===== src/ppss_pkg.sv =====
// ppss_pkg: constants shared by the power-state sequencer.
// assumes a 20 MHz core clock and a 16-bit management register port.
`default_nettype none
package ppss_pkg;
  // power states
  typedef enum logic [2:0] {
    PPSS_STANDBY = 3'b000,
    PPSS_NORMAL  = 3'b001,
    PPSS_SLPREQ  = 3'b010,
    PPSS_SILENT  = 3'b011,
    PPSS_SLEEP   = 3'b100
  } ppss_state_e;

  // register offsets
  localparam logic [15:0] PPSS_AUTO_OFS  = 16'h018b;
  localparam logic [15:0] PPSS_POWER_MODE_CONTROL_OFS  = 16'h018c;
  localparam logic [15:0] PPSS_LCTL2_OFS = 16'h0487;
  localparam logic [15:0] PPSS_LCFG_OFS  = 16'h04e5;

  // field positions
  localparam int PPSS_AUTO_LPS_TX_BIT = 0;
  localparam int PPSS_AUTO_SLEEP_BIT  = 1;
  localparam int PPSS_AUTO_AUTON_BIT  = 6;
  localparam int PPSS_POWER_MODE_CONTROL_NORMAL_BIT = 0;
  localparam int PPSS_POWER_MODE_CONTROL_SLEEP_BIT  = 1;
  localparam int PPSS_POWER_MODE_CONTROL_STATE_LSB  = 4;
  localparam int PPSS_LCTL2_ID_BIT    = 0;
  localparam int PPSS_LCFG_SCR_LSB    = 8;
  localparam logic [1:0] PPSS_LCFG_SCR_SEL = 2'h3;

  // values after reset; sleep enable defaults on
  localparam logic [15:0] PPSS_AUTO_RST  = 16'h0002;
  localparam logic [15:0] PPSS_POWER_MODE_CONTROL_RST  = 16'h0000;
  localparam logic [15:0] PPSS_LCTL2_RST = 16'h0000;
  localparam logic [15:0] PPSS_LCFG_RST  = 16'h0000;

  // timing
  localparam int PPSS_CLK_HZ          = 20_000_000;
  localparam int PPSS_SLEEP_RQST_US   = 1000;
  localparam int PPSS_SILENT_US       = 8000;
  localparam int PPSS_SLEEP_RQST_CYC  = PPSS_CLK_HZ / 1_000_000 * PPSS_SLEEP_RQST_US;
  localparam int PPSS_SILENT_CYC      = PPSS_CLK_HZ / 1_000_000 * PPSS_SILENT_US;
  localparam int PPSS_TMR_W           = 18;
endpackage : ppss_pkg
`default_nettype wire


===== src/ppss_sequencer.sv =====
// ppss_sequencer: power-state sequencer of a single-pair ethernet phy.
// assumes media status inputs come from same-clock pcs/pma logic;
// wake and bootstrap pins are asynchronous and synchronised here.
//
// Summary of operation
// - autonomous strap: standby to normal after por
// - managed: media energy moves standby to normal
// - writing autonomous bit 6 leaves standby
// - power mode bit 0 forces normal from standby or sleep request
// - never normal or sleep request to standby
// - received sleep code-groups enter sleep request
// - power mode bit 1 starts sleep code-groups
// - frame before timer expiry returns to normal
// - sleep codes plus expired timer enter silent
// - quiet zero-symbol line also enters silent
// - silent entered only with wake low
// - sleep disabled: silent timer expiry to standby
// - non-quiet codes before expiry to standby
// - sleep enabled: expiry or no activity sleeps
// - sleep-request timer starts on entry, 1 ms
// - silent timer runs 8 ms
// - sleep loses registers, management unavailable
// - wake high or energy leaves sleep
`default_nettype none
module ppss_sequencer
  import ppss_pkg::*;
#(
  parameter int SLEEP_RQST_CYCLES = PPSS_SLEEP_RQST_CYC,
  parameter int SILENT_CYCLES     = PPSS_SILENT_CYC
) (
  input  wire logic        clk,
  input  wire logic        rst_n,
  input  wire logic        wake_pin,
  input  wire logic        auton_strap_pin,
  input  wire logic        por_done,
  input  wire logic        energy_det,
  input  wire logic        lps_rx_valid,
  input  wire logic        quiet_rx,
  input  wire logic        non_quiet_rx,
  input  wire logic        frame_tx,
  input  wire logic        frame_rx,
  input  wire logic        tx_activity,
  input  wire logic        rx_activity,
  input  wire logic [15:0] reg_addr,
  input  wire logic        reg_wr,
  input  wire logic        reg_rd,
  input  wire logic [15:0] reg_wdata,
  output logic      [15:0] reg_rdata,
  output logic      [2:0]  power_state,
  output logic             pcs_pma_en,
  output logic             lps_tx_en,
  output logic             send_quiet,
  output logic             mgmt_avail
);

  localparam logic [PPSS_TMR_W-1:0] SRQ_LIM = PPSS_TMR_W'(SLEEP_RQST_CYCLES - 1);
  localparam logic [PPSS_TMR_W-1:0] SIL_LIM = PPSS_TMR_W'(SILENT_CYCLES - 1);

  ppss_state_e             state, next_state;
  logic [1:0]              wake_ff, next_wake_ff;
  logic [1:0]              strap_ff, next_strap_ff;
  logic                    strap_loaded, next_strap_loaded;
  logic [15:0]             auto_reg, next_auto_reg;
  logic [15:0]             power_mode_control_reg, next_power_mode_control_reg;
  logic [15:0]             lctl2_reg, next_lctl2_reg;
  logic [15:0]             lcfg_reg, next_lcfg_reg;
  logic [PPSS_TMR_W-1:0]   tmr, next_tmr;
  logic [15:0]             next_reg_rdata;
  logic                    wake_s, lps_ok, tmr_exp, sleep_en, wr_ok;

  // pin synchronisers; only the second stage is read
  always_comb begin
    next_wake_ff  = {wake_ff[0], wake_pin};
    next_strap_ff = {strap_ff[0], auton_strap_pin};
  end
  assign wake_s = wake_ff[1];

  // synchronisers carry no reset: they flush while rst_n is held, so the
  // strap is already settled when it is caught after release
  always_ff @(posedge clk) begin
    wake_ff  <= next_wake_ff;
    strap_ff <= next_strap_ff;
  end

  // sleep code-groups count only with recognition and stream set up
  assign lps_ok   = lps_rx_valid && lctl2_reg[PPSS_LCTL2_ID_BIT]
                    && (lcfg_reg[PPSS_LCFG_SCR_LSB +: 2] == PPSS_LCFG_SCR_SEL);
  assign sleep_en = auto_reg[PPSS_AUTO_SLEEP_BIT];
  assign tmr_exp  = (state == PPSS_SLPREQ) ? (tmr == SRQ_LIM) : (tmr == SIL_LIM);
  assign wr_ok    = reg_wr && (state != PPSS_SLEEP);

  // state transitions
  always_comb begin
    next_state = state;
    case (state)
      PPSS_STANDBY: begin
        if (auto_reg[PPSS_AUTO_AUTON_BIT] && strap_loaded && por_done) begin
          next_state = PPSS_NORMAL;
        end else if (energy_det || power_mode_control_reg[PPSS_POWER_MODE_CONTROL_NORMAL_BIT]) begin
          next_state = PPSS_NORMAL;
        end
      end
      PPSS_NORMAL: begin
        // no standby path; sleep request entry
        if (lps_ok || power_mode_control_reg[PPSS_POWER_MODE_CONTROL_SLEEP_BIT]) begin
          next_state = PPSS_SLPREQ;
        end
      end
      PPSS_SLPREQ: begin
        if (power_mode_control_reg[PPSS_POWER_MODE_CONTROL_NORMAL_BIT] || ((frame_tx || frame_rx) && !tmr_exp)) begin
          next_state = PPSS_NORMAL;
        end else if (!wake_s && ((lps_ok && tmr_exp) || quiet_rx)) begin
          next_state = PPSS_SILENT;
        end
      end
      PPSS_SILENT: begin
        if (non_quiet_rx && !tmr_exp) begin
          next_state = PPSS_STANDBY;
        end else if (!sleep_en && tmr_exp) begin
          next_state = PPSS_STANDBY;
        end else if (sleep_en && (tmr_exp || !(tx_activity || rx_activity))) begin
          next_state = PPSS_SLEEP;
        end
      end
      PPSS_SLEEP: begin
        if (wake_s || energy_det) begin
          next_state = PPSS_STANDBY;
        end
      end
      default: next_state = PPSS_STANDBY;
    endcase
  end

  // shared timer; holds at its limit so expiry stays visible
  always_comb begin
    if (next_state != state) begin
      next_tmr = '0;
    end else if (!tmr_exp) begin
      next_tmr = tmr + 1'b1;
    end else begin
      next_tmr = tmr;
    end
  end

  // management registers; a write beats the hardware clear
  always_comb begin
    next_auto_reg     = auto_reg;
    next_power_mode_control_reg     = power_mode_control_reg;
    next_lctl2_reg    = lctl2_reg;
    next_lcfg_reg     = lcfg_reg;
    next_strap_loaded = strap_loaded;
    // strap caught once por is done, not at reset itself
    if (!strap_loaded && por_done) begin
      next_auto_reg[PPSS_AUTO_AUTON_BIT] = strap_ff[1];
      next_strap_loaded                  = 1'b1;
    end
    // force-normal request is consumed on reaching normal
    if (state == PPSS_NORMAL) begin
      next_power_mode_control_reg[PPSS_POWER_MODE_CONTROL_NORMAL_BIT] = 1'b0;
    end
    // sleep request is consumed once silent is reached
    if (state == PPSS_SILENT) begin
      next_power_mode_control_reg[PPSS_POWER_MODE_CONTROL_SLEEP_BIT] = 1'b0;
    end
    if (wr_ok) begin
      case (reg_addr)
        PPSS_AUTO_OFS:  next_auto_reg  = reg_wdata;
        PPSS_POWER_MODE_CONTROL_OFS:  next_power_mode_control_reg  = {12'h000, reg_wdata[3:0]};
        PPSS_LCTL2_OFS: next_lctl2_reg = reg_wdata;
        PPSS_LCFG_OFS:  next_lcfg_reg  = reg_wdata;
        default: ;
      endcase
    end
    // contents lost in sleep; strap taken again on wake
    if (state == PPSS_SLEEP) begin
      next_auto_reg     = PPSS_AUTO_RST;
      next_power_mode_control_reg     = PPSS_POWER_MODE_CONTROL_RST;
      next_lctl2_reg    = PPSS_LCTL2_RST;
      next_lcfg_reg     = PPSS_LCFG_RST;
      next_strap_loaded = 1'b0;
    end
  end

  // read data; unmapped offsets and sleep read zero
  always_comb begin
    next_reg_rdata = 16'h0000;
    if (reg_rd && state != PPSS_SLEEP) begin
      case (reg_addr)
        PPSS_AUTO_OFS:  next_reg_rdata = auto_reg;
        PPSS_POWER_MODE_CONTROL_OFS:  next_reg_rdata = {9'h000, 3'(state), power_mode_control_reg[3:0]};
        PPSS_LCTL2_OFS: next_reg_rdata = lctl2_reg;
        PPSS_LCFG_OFS:  next_reg_rdata = lcfg_reg;
        default:        next_reg_rdata = 16'h0000;
      endcase
    end
  end

  // registers, synchronous reset
  always_ff @(posedge clk) begin
    if (!rst_n) begin
      state        <= PPSS_STANDBY;
      strap_loaded <= 1'b0;
      auto_reg     <= PPSS_AUTO_RST;
      power_mode_control_reg     <= PPSS_POWER_MODE_CONTROL_RST;
      lctl2_reg    <= PPSS_LCTL2_RST;
      lcfg_reg     <= PPSS_LCFG_RST;
      tmr          <= '0;
      reg_rdata    <= 16'h0000;
      power_state  <= 3'h0;
      pcs_pma_en   <= 1'b0;
      lps_tx_en    <= 1'b0;
      send_quiet   <= 1'b0;
      mgmt_avail   <= 1'b0;
    end else begin
      state        <= next_state;
      strap_loaded <= next_strap_loaded;
      auto_reg     <= next_auto_reg;
      power_mode_control_reg     <= next_power_mode_control_reg;
      lctl2_reg    <= next_lctl2_reg;
      lcfg_reg     <= next_lcfg_reg;
      tmr          <= next_tmr;
      reg_rdata    <= next_reg_rdata;
      power_state  <= 3'(next_state);
      pcs_pma_en   <= (next_state == PPSS_NORMAL) || (next_state == PPSS_SLPREQ);
      // sleep code-groups need the transmit enable too
      lps_tx_en    <= (next_state == PPSS_SLPREQ) && next_auto_reg[PPSS_AUTO_LPS_TX_BIT]
                      && next_power_mode_control_reg[PPSS_POWER_MODE_CONTROL_SLEEP_BIT];
      send_quiet   <= (next_state == PPSS_SILENT);
      mgmt_avail   <= (next_state != PPSS_SLEEP);
    end
  end
endmodule : ppss_sequencer
`default_nettype wire


===== config.mk =====
export PLATFORM = sky130hd
export DESIGN_NAME = ppss_sequencer
export DESIGN_NICKNAME = d
export VERILOG_FILES = /design/src/ppss_pkg.sv /design/src/ppss_sequencer.sv
export SDC_FILE = /design/constraint.sdc
export NUM_CORES = 1
export LEC_CHECK = 0
export ABC_AREA = 1
export BUFFER_PORTS_ARGS = -buffer_cell sky130_fd_sc_hd__buf_2
export CORE_ASPECT_RATIO = 2
export CORE_MARGIN = 4
export CORE_UTILIZATION = 30
export CTS_CLUSTER_DIAMETER = 60
export DETAILED_ROUTE_END_ITERATION = 7
export PLACE_DENSITY = 0.58
export SLEW_MARGIN = 20
export SYNTH_ARGS = -nofsm -noshare
export SYNTH_HDL_FRONTEND = slang
export SYNTH_SLANG_ARGS = --single-unit

===== constraint.sdc =====
create_clock -name clk -period 2.5 [get_ports clk]
set_clock_uncertainty 0.1 [all_clocks]
set_input_delay 0.25 -clock clk [delete_from_list [all_inputs] [get_ports clk]]
set_output_delay 0.25 -clock clk [all_outputs]
set_load 0.05 [all_outputs]

Word level (Yosys, flattened, before mapping)

Cells that the tools add are included.

Bits of input ports: 47
Output and inout bits: 23
Flip-flop bits (word level): 98
Logic and storage cells: 95

Bitwise logic cells: 1
Equality and inequality tests: 17
Multiplexer cells: 21
Add/subtract/negate cells: 1
Reduce and logical (&&, ||, !) cells: 37

Operator list:

| cell                                                              | number |
|---|---|
| 16-bit case mux with 4 select lines                               | 1 |
| 16-bit by 11-bit == test with 1-bit output, second input constant | 2 |
| 16-bit by 9-bit == test with 1-bit output, second input constant  | 2 |
| 3-bit two-way mux                                                 | 9 |
| 18-bit by 1-bit adder with 18-bit output, second input constant   | 1 |
| 18-bit by 15-bit == test with 1-bit output, second input constant | 1 |
| 18-bit == test, second input constant                             | 1 |
| 1-bit logical AND                                                 | 15 |
| 3-bit case mux with 5 select lines                                | 1 |
| 7-bit two-way mux                                                 | 2 |
| 3-bit by 2-bit == test with 1-bit output, second input constant   | 4 |
| 2-bit AND reduction                                               | 5 |
| 1-bit logical OR                                                  | 9 |
| 3-bit by 1-bit == test with 1-bit output, second input constant   | 2 |
| 2-bit two-way mux                                                 | 3 |
| 3-bit inequality test, second input constant                      | 2 |
| 1-bit zero test                                                   | 5 |
| 1-bit two-way mux                                                 | 5 |
| 2-bit OR reduction                                                | 2 |
| 3-bit == test, second input constant                              | 1 |
| 3-bit zero test                                                   | 1 |
| 3-bit inequality test                                             | 1 |
| 2-bit == test, second input constant                              | 1 |
| 1-bit NOT                                                         | 1 |

Longest topological paths before layout

Gate-level depths: netlist (run 1).

Depth in word-level cells: 11
Depth in mapped cells: 15
Gate-level depth less buffers: 14

Least setup slack after synthesis (run 1)

Ideal clock, no wire load.

Kind: register -> register
From: register state[2]
To: register tmr[10]
Buffers on the path: 1
Library setup time: 0.120 ns
Data required time: 2.280 ns
Cell stages (with the launch flop): 13
Data arrival time: 2.018 ns
Period minus slack after synthesis: 2.238 ns
Slack: 0.262 ns
Path through: dfxtp_1 -> inv_2 -> nand3_1 -> nand3_1 -> nand2_2 -> nand3_4 -> a21boi_2 -> nand2_1 -> nand2_2 -> nand3_1 -> nand3_4 -> buf_12 -> nor2_4

Cells in the longest elaborated chain, start to end: 10
Elaborated cells on any way between the ends: 28
Classes of those cells: eq/ne (5); mux (11); reduce/logical (12)

Ends and longest elaborated chain:

| item                                                   | RTL line                                     | source |
|---|---|---|
| start: declaration                                     | ppss_sequencer.sv:59                         | `ppss_state_e state, next_state;` |
| start signal: assignment                               | ppss_sequencer.sv:215                        | `state <= next_state;` |
| 3-bit by 2-bit == test with 1-bit output               | ppss_sequencer.sv:89, ppss_sequencer.sv:95   |  |
| 1-bit two-way mux                                      | ppss_sequencer.sv:89                         | `assign tmr_exp = (state == PPSS_SLPREQ) ? (tmr == SRQ_LIM) : (tmr == SIL_LIM);` |
| 1-bit logical OR or 1-bit logical AND (tied branches)  | ppss_sequencer.sv:121, ppss_sequencer.sv:112 |  |
| 1-bit logical AND or 1-bit logical OR (tied branches)  | ppss_sequencer.sv:121, ppss_sequencer.sv:112 |  |
| 3-bit two-way mux or 1-bit logical AND (tied branches) | ppss_sequencer.sv:121, ppss_sequencer.sv:112 |  |
| 3-bit two-way mux, on equally long branches            | ppss_sequencer.sv:119, ppss_sequencer.sv:112 |  |
| 3-bit two-way mux, on equally long branches            | ppss_sequencer.sv:117, ppss_sequencer.sv:110 |  |
| 3-bit case mux with 5 select lines                     | ppss_sequencer.sv:95                         | `case (state)` |
| 3-bit inequality test                                  | ppss_sequencer.sv:136                        | `if (next_state != state) begin` |
| 2-bit OR reduction (no line)                           | n/a                                          |  |
| end signal: assignment                                 | ppss_sequencer.sv:221                        | `tmr <= next_tmr;` |
| end: declaration                                       | ppss_sequencer.sv:67                         | `logic [PPSS_TMR_W-1:0] tmr, next_tmr;` |

Several ways; a longest one is shown, not always the timed one.
A chain may end at the register's enable or synchronous reset.

Worst setup path in the final report (run 1)

From: register tmr[0]
To: register tmr[0]

Cells in the longest elaborated chain, start to end: 10
Elaborated cells on any way between the ends: 22
Classes of those cells: add/sub (1); eq/ne (3); mux (7); reduce/logical (11)

Ends and longest elaborated chain:

| item                                                                         | RTL line |
|---|---|
| 18-bit == test or 18-bit by 15-bit == test with 1-bit output (tied branches) | ppss_sequencer.sv:89 |
| 1-bit two-way mux                                                            | ppss_sequencer.sv:89 |
| 1-bit logical OR or 1-bit logical AND (tied branches)                        | ppss_sequencer.sv:121, ppss_sequencer.sv:112 |
| 1-bit logical AND or 1-bit logical OR (tied branches)                        | ppss_sequencer.sv:121, ppss_sequencer.sv:112 |
| 3-bit two-way mux or 1-bit logical AND (tied branches)                       | ppss_sequencer.sv:121, ppss_sequencer.sv:112 |
| 3-bit two-way mux, on equally long branches                                  | ppss_sequencer.sv:119, ppss_sequencer.sv:112 |
| 3-bit two-way mux, on equally long branches                                  | ppss_sequencer.sv:117, ppss_sequencer.sv:110 |
| 3-bit case mux with 5 select lines                                           | ppss_sequencer.sv:95 |
| 3-bit inequality test                                                        | ppss_sequencer.sv:136 |
| 2-bit OR reduction (no line)                                                 | n/a |

Several ways; a longest one is shown, not always the timed one.

==> results of run 1 <==
timing repair:
| action | 4_1_cts | 5_1_grt |
|---|---|---|
| hold buffers | 2 | 0 |
| endpoints found under the hold margin | 2 | 0 |
| setup buffers | 0 | 3 |
| setup endpoints to repair | 0 | 3 |
| gates resized for setup | 0 | 0 |
kinds of logic (layout without fill, tap and decap cells):
kind of cell,after synthesis,in the layout,synth area share [%]
AND/OR/NAND/NOR,221,221,26.2
AO/OA/AOI/OAI,112,112,15.7
buffers and inverters,102,187,9.37
flip-flops,98,98,45.2
XOR/XNOR,16,16,3.23
adder cells (fa/ha/maj),1,1,0.288
power groups by stage:
stage	registers, mW	clock network (mW)	logic, mW
3_5_place_dp	1.62	0	0.200
3_3_place_gp	1.62	0	0.197
5_1_grt	1.59	1.43	0.240
4_1_cts	1.59	1.38	0.203
6_report	1.59	1.34	0.219
2_1_floorplan	1.64	0	0.114
stage by stage:
step,std cells,util (%)
4_1_cts,824,36.6
3_5_place_dp,806,34.5
3_3_place_gp,806,34.5
5_1_grt,827,36.9
2_1_floorplan,550,-
6_report,827,36.9
per-layer routing:
layer  part of all wire [%]  global-route usage, %  routed length, um
met5                      0                      0                  0
met4                    3.1                   6.91                359
met3                    4.8                   3.21                567
met2                     58                   28.7               6760
met1                     34                   13.8               4040
how the worst max path moves through the flow:
stage	depth (start not counted)	slack, ns	end
CTS	13	0.16	tmr[1]
global placement	12	0.20	lps_tx_en
global route	13	0.14	tmr[4]
floorplan	12	0.26	tmr[10]
finish	13	0.32	tmr[0]
detailed placement	12	0.14	lps_tx_en
worst max-delay path, stage by stage, from the launching register on:
cell,delay [ns]
dfxtp_1,0.36
ha_1,0.22
nand2_1,0.09
inv_1,0.09
nand2_1,0.09
nor3_4,0.17
nand3_4,0.13
a21boi_2,0.17
nand2_1,0.09
nand2_2,0.07
nand3_1,0.12
nand3_4,0.14
buf_12,0.18
nor2_1,0.05
final cells by class:
| cell class | instances | area (sq um) | area share (%) |
|---|---|---|---|
| clock buffer | 10 | 229 | 4.35 |
| clock inverter | 6 | 56.3 | 1.07 |
| inverter | 86 | 323 | 6.13 |
| multi-input combinational | 350 | 1970 | 37.4 |
| sequential | 98 | 1960 | 37.3 |
| tap | 192 | 240 | 4.56 |
| timing repair buffer | 85 | 483 | 9.18 |
cell usage in the layout, fill, tap and decap left out, drive strengths merged, types with 18 or more instances in the layout:
cell and instances:
nor2 113, dfxtp 98, inv 88, buf 83, nand2 56, o21ai 35
a21oi 30, nand3 23, a211oi 18
==> out/qor.yml, run 1 <==
run_status:
  status: "complete, no violations"
drt:
  wirelength_mm: 11.7
  drc_errors: 0
  drt_first_pass_iters: 4
  drt.antenna.violating_nets: 0
  drt_iter0_drc: 156
  wire_per_inst_um: 14.2
  vias: 3878
  vias_per_cell: 4.69
die:
  die_x_um: 93.0
  initial_core_util_pct: 30.4
  io_pins: 70
  core_area_sq_um: 14300
  die_h_um: 178
  die_area_sq_um: 16600
  num_rows: 62
synth:
  yosysUniqueCellTypes: 40
  yosysSeqAreaShare_pct: 45.2
  synth_top_cell_by_area: "dfxtp_1"
  ys.flop_type: "dfxtp_1"
  synth.area.top_cells: "dfxtp_1 (45%), nor2_1 (8.4%), inv_1 (6.8%)"
  synth.most_common_cell: "dfxtp_1"
  synthCells: 550
  synth_edf_count: 0
  netlist_top_cells_count: "dfxtp_1 (98), nor2_1 (97), inv_1 (79), nand2_1 (45), o21ai_0 (33)"
  ys_ff_latch: 98
  synth_nets: 598
  yosysTopAreaCellShare_pct: 45.2
  syn_area_sq_um: 4340
  syn_avg_cell_area_sq_um: 7.89
  async_flop_share_pct: 0
  yosysWarnings: 0
layout:
  drive_gt1_share_pct: 22.8
  diodes: 0
  final_area_sq_um: 5260
  largest_reg_flops: 18
  final_nets: 678
  regMostFlops: "tmr"
  area_delta_synth_final_pct: 21.3
  nFillCells: 1533
worst_setup_path:
  cp.required_ns: 2.64
  cp-start-kind: "flip-flop"
  reg2reg_slack_ns: 0.32
  crit_path_start: "tmr[0]"
  r2r_end: "tmr[0]"
  worstSetupPathType: "flip-flop to flip-flop"
  worstSetupEndpointType: "flip-flop"
  worst-path-max-fanout: 13
  arrival_ns: 2.32
  timing.rr.start: "tmr[0]"
  rr_worst_depth: 13
timing:
  hold_violations: 0
  rsz0062_at_grt: "no"
  setup_viol: 0
  tns_ns: 0
  setup_ws_ns: 0.321
  tightest_slew_ns: 0.783
  whs_ns: 0.0602
  fin_crit_sh_pct: 87.2
  period_minus_slack_ns: 2.18
  slew_headroom_pct: 47.8
  fmax_mhz: 459
  maxSlewViolCount: 0
placement:
  gp_congestion: 0.835
  port_buffers: 69
  post-place-ws_ns: 0.135
  placed_area_sq_um: 4920
  detailed_place_hpwl_mm: 9.23
clock_tree:
  cts_tree: "done"
  clk_pin_slew_ns: 0.08
  root_buffer: "clkbuf_16"
  cts.path.max_buffers: 2
  cts_sinks: 98
  clock_latency_ns: 0.35
  htree_levels: 3
  numCtsBuffers: 9
pwr:
  switching_share_pct: 25.2
  powerDensity_nw_per_um2: 598
  p_int_mw: 2.35
  fin_total_pwr_mw: 3.15
  clockPowerShare_pct: 42.6
  peakVddDrop_v: 0.000255
  p_leak_nw: 2.07
  power_frac_seq_pct: 50.4
  p_switching_mw: 0.794
  comb_power_share_pct: 7.0
job:
  drv_cap: 0
min_path:
  hold_path_class: "primary input to flip-flop"
  worstHoldPathCells: 3
  whs_endpoint: "lctl2_reg[4]"
  holdCritStartpoint: "reg_wdata[4]"
grt:
  grt_pass1_vias: 3934
  grt_max_degree: 33
  antenna_found_initial: 0
  gr-usage-all-layers_pct: 14.6
  grt_overflow: 0
  grt_pass1_wl_mm: 18.7
(Power assumes the default switching activity.)
==> run 2: changes to the inputs <==
--- a/config.mk
+++ b/config.mk
@@ -9,11 +9,11 @@
 export BUFFER_PORTS_ARGS = -buffer_cell sky130_fd_sc_hd__buf_2
 export CORE_ASPECT_RATIO = 2
 export CORE_MARGIN = 4
-export CORE_UTILIZATION = 30
+export CORE_UTILIZATION = 50
 export CTS_CLUSTER_DIAMETER = 60
 export DETAILED_ROUTE_END_ITERATION = 7
-export PLACE_DENSITY = 0.58
-export SLEW_MARGIN = 20
+export PLACE_DENSITY = 0.82
+export SLEW_MARGIN = 5
 export SYNTH_ARGS = -nofsm -noshare
 export SYNTH_HDL_FRONTEND = slang
 export SYNTH_SLANG_ARGS = --single-unit
==> run 2 against run 1 <==
Compared with the run above:
- clock power grew 10%
- count of clock-buffer cells in the layout grew 1
- final cell count shrank 12%
- power grew 4.0%
- first-iteration DRC count grew 90%
- largest power group unchanged
- critical path type unchanged
- via count grew 2.1%
- critical endpoint is now tmr[5]
- sequential share of layout area grew 0.77 points
==> out/qor.yml, run 2 (synthesized netlist as in run 1, its figures left out) <==
clock_tree:
  root_buffer: "clkbuf_16"
  cts_tree: "done"
  numCtsBuffers: 9
  clock_latency_ns: 0.35
  htree_levels: 3
  cts.path.max_buffers: 2
  cts_sinks: 98
  clk_pin_slew_ns: 0.07
grt:
  grt_pass1_wl_mm: 18.1
  grt_pass1_vias: 4065
  gr-usage-all-layers_pct: 22.5
  grt_overflow: 0
  grt_max_degree: 33
  antenna_found_initial: 0
layout:
  diodes: 0
  final_cell_mix: "dfxtp_1 (98), nor2_1 (97), inv_1 (79), buf_2 (69), nand2_1 (45)"
  multi_input_area_sq_um: 1970
  final_area_sq_um: 5160
  nFillCells: 735
  largest_reg_flops: 18
  register_area_sq_um: 1960
  final_nets: 675
  drive_gt1_share_pct: 22.3
  layout_commonest_cell: "dfxtp_1"
  regMostFlops: "tmr"
  area_delta_synth_final_pct: 18.9
timing:
  tns_ns: 0
  tightest_slew_ns: 0.768
  setup_viol: 0
  rsz0062_at_grt: "no"
  setup_ws_ns: 0.310
  fin_crit_sh_pct: 87.6
  slew_headroom_pct: 48.7
  maxSlewViolCount: 0
  period_minus_slack_ns: 2.19
  fmax_mhz: 457
  hold_violations: 0
pwr:
  power_frac_seq_pct: 48.4
  powerDensity_nw_per_um2: 635
  p_int_mw: 2.54
  switching_share_pct: 22.5
  p_switching_mw: 0.738
  clockPowerShare_pct: 45.1
  comb_power_share_pct: 6.5
  fin_total_pwr_mw: 3.27
  peakVddDrop_v: 0.000351
  p_leak_nw: 2.07
placement:
  placed_area_sq_um: 4800
  port_buffers: 69
  detailed_place_hpwl_mm: 8.26
  post-place-ws_ns: 0.218
  gp_congestion: 0.931
drt:
  vias: 3959
  drc_errors: 0
  wire_per_inst_um: 15.2
  drt_iter0_drc: 296
  vias_per_cell: 5.42
  drt.antenna.violating_nets: 0
  drt_first_pass_iters: 5
  wirelength_mm: 11.1
worst_setup_path:
  crit_top_cell: "nand2_1"
  arrival_ns: 2.32
  timing.rr.start: "tmr[0]"
  r2r_end: "tmr[5]"
  crit_chain: "ha_1, nand2_1, inv_1, nand2_1, nor3_4, nand3_4, a21boi_2, nand2_1, nand2_2, nand3_1, nand3_4, buf_12, nor2_1"
  worstSetupPathType: "flip-flop to flip-flop"
  worstSetupEndpointType: "flip-flop"
  worst-path-max-fanout: 18
  crit_path_top_delay_cell: "dfxtp_1"
  cp-start-kind: "flip-flop"
  rr_worst_depth: 13
  slowest_delay_ns: 0.36
  cp.required_ns: 2.63
  reg2reg_slack_ns: 0.31
min_path:
  hold_path_class: "primary input to flip-flop"
  worstHoldPathCells: 3
  holdCritStartpoint: "reg_wdata[14]"
  whs_endpoint: "lcfg_reg[14]"
die:
  die_h_um: 140
  core_area_sq_um: 8350
  initial_core_util_pct: 52.0
  die_x_um: 73.9
  io_pins: 70
  num_rows: 47
  die_area_sq_um: 10300
job:
  drv_cap: 0
run_status:
  status: "complete, no violations"
[run 2: cell types whose count changed in the layout (fill, tap and decap cells not counted)]
cell and delta:
clkinvlp_4 -1, bufinv_16 +2, buf_4 -3, clkbuf_1 +1
inv_8 -2
[run 2: how the worst max path moves through the flow]
stage	startpoint	end	slack, ns
final	tmr[0]	tmr[5]	0.31
after detailed placement	reg_addr[5]	lps_tx_en	0.22
after global placement	reg_addr[5]	lps_tx_en	0.25
after CTS	tmr[0]	tmr[5]	0.20
after floorplan	state[2]	tmr[10]	0.26
after global routing	tmr[0]	tmr[2]	0.06
[run 2: final cells by class]
cell class / count / area share [%]
Sequential cell: 98 / 38.0
Timing Repair Buffer: 82 / 8.93
Inverter: 86 / 6.26
Multi-Input combinational cell: 350 / 38.2
Clock inverter: 5 / 1.67
Tap cell: 98 / 2.38
Clock buffer: 11 / 4.51
[run 2: layer usage]
| metal | track usage [%] | vias to the layer above | share of wire (%) |
|---|---|---|---|
| li1 | - | 1949 | - |
| met1 | 21.7 | 1815 | 34 |
| met2 | 41.1 | 144 | 55 |
| met3 | 4.91 | 51 | 5.9 |
| met4 | 13.6 | 0 | 5.3 |
| met5 | 0 | - | 0 |
[run 2: timing repair]
| item | CTS | global route |
|---|---|---|
| hold buffers | 2 | 0 |
| endpoints found under the hold margin | 2 | 0 |
| endpoints found under the setup margin | 0 | 18 |
| resized for setup | 0 | 0 |
| setup buffers | 0 | 1 |
[run 2: critical path, delay by kind of cell (launching register included)]
family,cells,cell delay (ns)
buf+inv,2,0.29
fa+ha+maj,1,0.20
simple gates,9,0.94
compound gates,1,0.16
flops,1,0.36
[run 2: through the flow]
| step | utilization [%] | instances | hold slack [ns] |
|---|---|---|---|
| after floorplan | - | 550 | 0.178 |
| after global placement | 57.5 | 711 | 0.215 |
| after detailed placement | 57.5 | 711 | 0.219 |
| after CTS | 61.5 | 729 | 0.0572 |
| after global routing | 61.8 | 730 | 0.0688 |
| final | 61.8 | 730 | 0.0624 |
[run 2: power by group through the flow]
stage | logic (mW) | clock network (mW) | registers, mW
after floorplan | 0.114 | 0 | 1.64
after global placement | 0.194 | 0 | 1.62
after detailed placement | 0.198 | 0 | 1.62
after CTS | 0.201 | 1.50 | 1.59
after global routing | 0.231 | 1.57 | 1.59
final | 0.212 | 1.48 | 1.59
==> run 3: changes to the inputs <==
--- a/config.mk
+++ b/config.mk
@@ -12,7 +12,9 @@
 export CORE_UTILIZATION = 50
 export CTS_CLUSTER_DIAMETER = 60
 export DETAILED_ROUTE_END_ITERATION = 7
+export HOLD_SLACK_MARGIN = 0.02
 export PLACE_DENSITY = 0.82
+export RECOVER_POWER = 50
 export SLEW_MARGIN = 5
 export SYNTH_ARGS = -nofsm -noshare
 export SYNTH_HDL_FRONTEND = slang
==> run 3 against run 2 <==
Compared with the run above:
- via count down 0.61%
- power is 0.13% lower
- worst setup slack got worse by 0.037 ns
- combinational power barely moved
- non-clock buffer count is the same
- count of clock-buffer cells in the layout unchanged
- sequential cell count is the same
- clock power about the same
- die area did not move
==> out/qor.yml, run 3 (synthesized netlist as in run 1, its figures left out) <==
grt:
  grt_max_degree: 33
  gr-usage-all-layers_pct: 22.5
  grt_overflow: 0
  grt_pass1_vias: 4065
  antenna_found_initial: 0
  grt_pass1_wl_mm: 18.1
die:
  io_pins: 70
  die_x_um: 73.9
  core_area_sq_um: 8350
  initial_core_util_pct: 52.0
  num_rows: 47
  die_area_sq_um: 10300
  die_h_um: 140
clock_tree:
  cts_tree: "done"
  cts.path.max_buffers: 2
  cts_sinks: 98
  numCtsBuffers: 9
  clk_pin_slew_ns: 0.06
  htree_levels: 3
  root_buffer: "clkbuf_16"
  clock_latency_ns: 0.35
timing:
  hold_violations: 0
  fin_crit_sh_pct: 89.1
  tns_ns: 0
  maxSlewViolCount: 0
  setup_viol: 0
  fmax_mhz: 449
  tightest_slew_ns: 0.788
  rsz0062_at_grt: "no"
  slew_headroom_pct: 47.4
  period_minus_slack_ns: 2.23
worst_setup_path:
  worstSetupPathType: "flip-flop to flip-flop"
  crit_path_top_delay_cell: "dfxtp_1"
  cp.required_ns: 2.63
  path_buf_inv: 2
  slowest_delay_ns: 0.35
  crit_family: "simple AND/OR/NAND/NOR gates"
  cp-start-kind: "flip-flop"
  crit_chain: "inv_1, nand2_2, nor2_1, nand3_2, nand2_4, nand3_4, nand2_1, nand2_1, nor2_2, nand2_2, o21ai_2, nor2_4, nand3_4, buf_12, nor2_1"
  arrival_ns: 2.36
  worst-path-max-fanout: 18
  worstSetupEndpointType: "flip-flop"
layout:
  area_delta_synth_final_pct: 17.9
  largest_reg_flops: 18
  final_nets: 675
  regMostFlops: "tmr"
  final_cell_mix: "nor2_1 (98), dfxtp_1 (98), inv_1 (81), buf_2 (46), nand2_1 (45)"
  nFillCells: 746
  diodes: 0
  drive_gt1_share_pct: 18.0
pwr:
  fin_total_pwr_mw: 3.27
  peakVddDrop_v: 0.000353
  powerDensity_nw_per_um2: 639
  p_leak_nw: 1.97
job:
  drv_cap: 0
placement:
  port_buffers: 69
  detailed_place_hpwl_mm: 8.26
  gp_congestion: 0.931
min_path:
  hold_path_class: "primary input to flip-flop"
drt:
  wire_per_inst_um: 15.1
  drc_errors: 0
  vias: 3935
  vias_per_cell: 5.39
  wirelength_mm: 11.1
  drt_first_pass_iters: 5
  drt.antenna.violating_nets: 0
  drt_iter0_drc: 308
run_status:
  status: "complete, no violations"
## run 3: final cells by class
type	instances	area, sq um	area share, %
inverters	86	323	6.31
well taps	98	123	2.40
flip-flops and latches	98	1960	38.3
clock buffers	11	233	4.55
multi-input cells	350	1970	38.5
clock inverters	5	86.3	1.69
repair buffers	82	423	8.26
## run 3: repair_timing
item	in CTS	in global routing
resized for setup	0	0
setup endpoints to repair	0	18
hold buffers	2	0
buffers inserted	0	1
endpoints found under the hold margin	2	0
## run 3: worst paths after layout
check                              startpoint            to  slack, ns  depth (start not counted)
worst min-delay path            reg_wdata[14]  lcfg_reg[14]       0.06                          3
worst max-delay path                 state[2]        tmr[5]       0.27                         15
worst max register to register       state[2]        tmr[5]       0.27                         15
worst min register to register    strap_ff[0]   strap_ff[1]       0.23                          0
## run 3: where the power goes
group	leakage [nW]	internal, mW	switching [mW]	total [mW]
clock	0.155	0.886	0.587	1.47
combinational	1.02	0.0733	0.138	0.211
sequential	0.792	1.58	0.0107	1.59
## run 3: metal layers
metal	GRT usage [%]	vias up	part of all wire [%]
li1	-	1947	-
met1	21.7	1807	34
met2	41.1	132	55
met3	4.91	49	5.6
met4	13.6	0	5.2
met5	0	-	0
## run 3: stage by stage
stage | area, sq um | hold WS (ns) | std cells | util (%) | setup slack [ns]
after detailed placement | 4800 | 0.219 | 711 | 57.5 | 0.218
after global placement | 4800 | 0.215 | 711 | 57.5 | 0.253
after global routing | 5120 | 0.0688 | 730 | 61.3 | 0.0514
after CTS | 5140 | 0.0572 | 729 | 61.5 | 0.201
final | 5120 | 0.0639 | 730 | 61.3 | 0.273
after floorplan | 4340 | 0.178 | 550 | - | 0.262
## run 3: tightest hold or removal path: cells and delay by family
family                 cells  cell delay (ns)
buffers and inverters      1             0.10
and+or+nand+nor            2             0.12
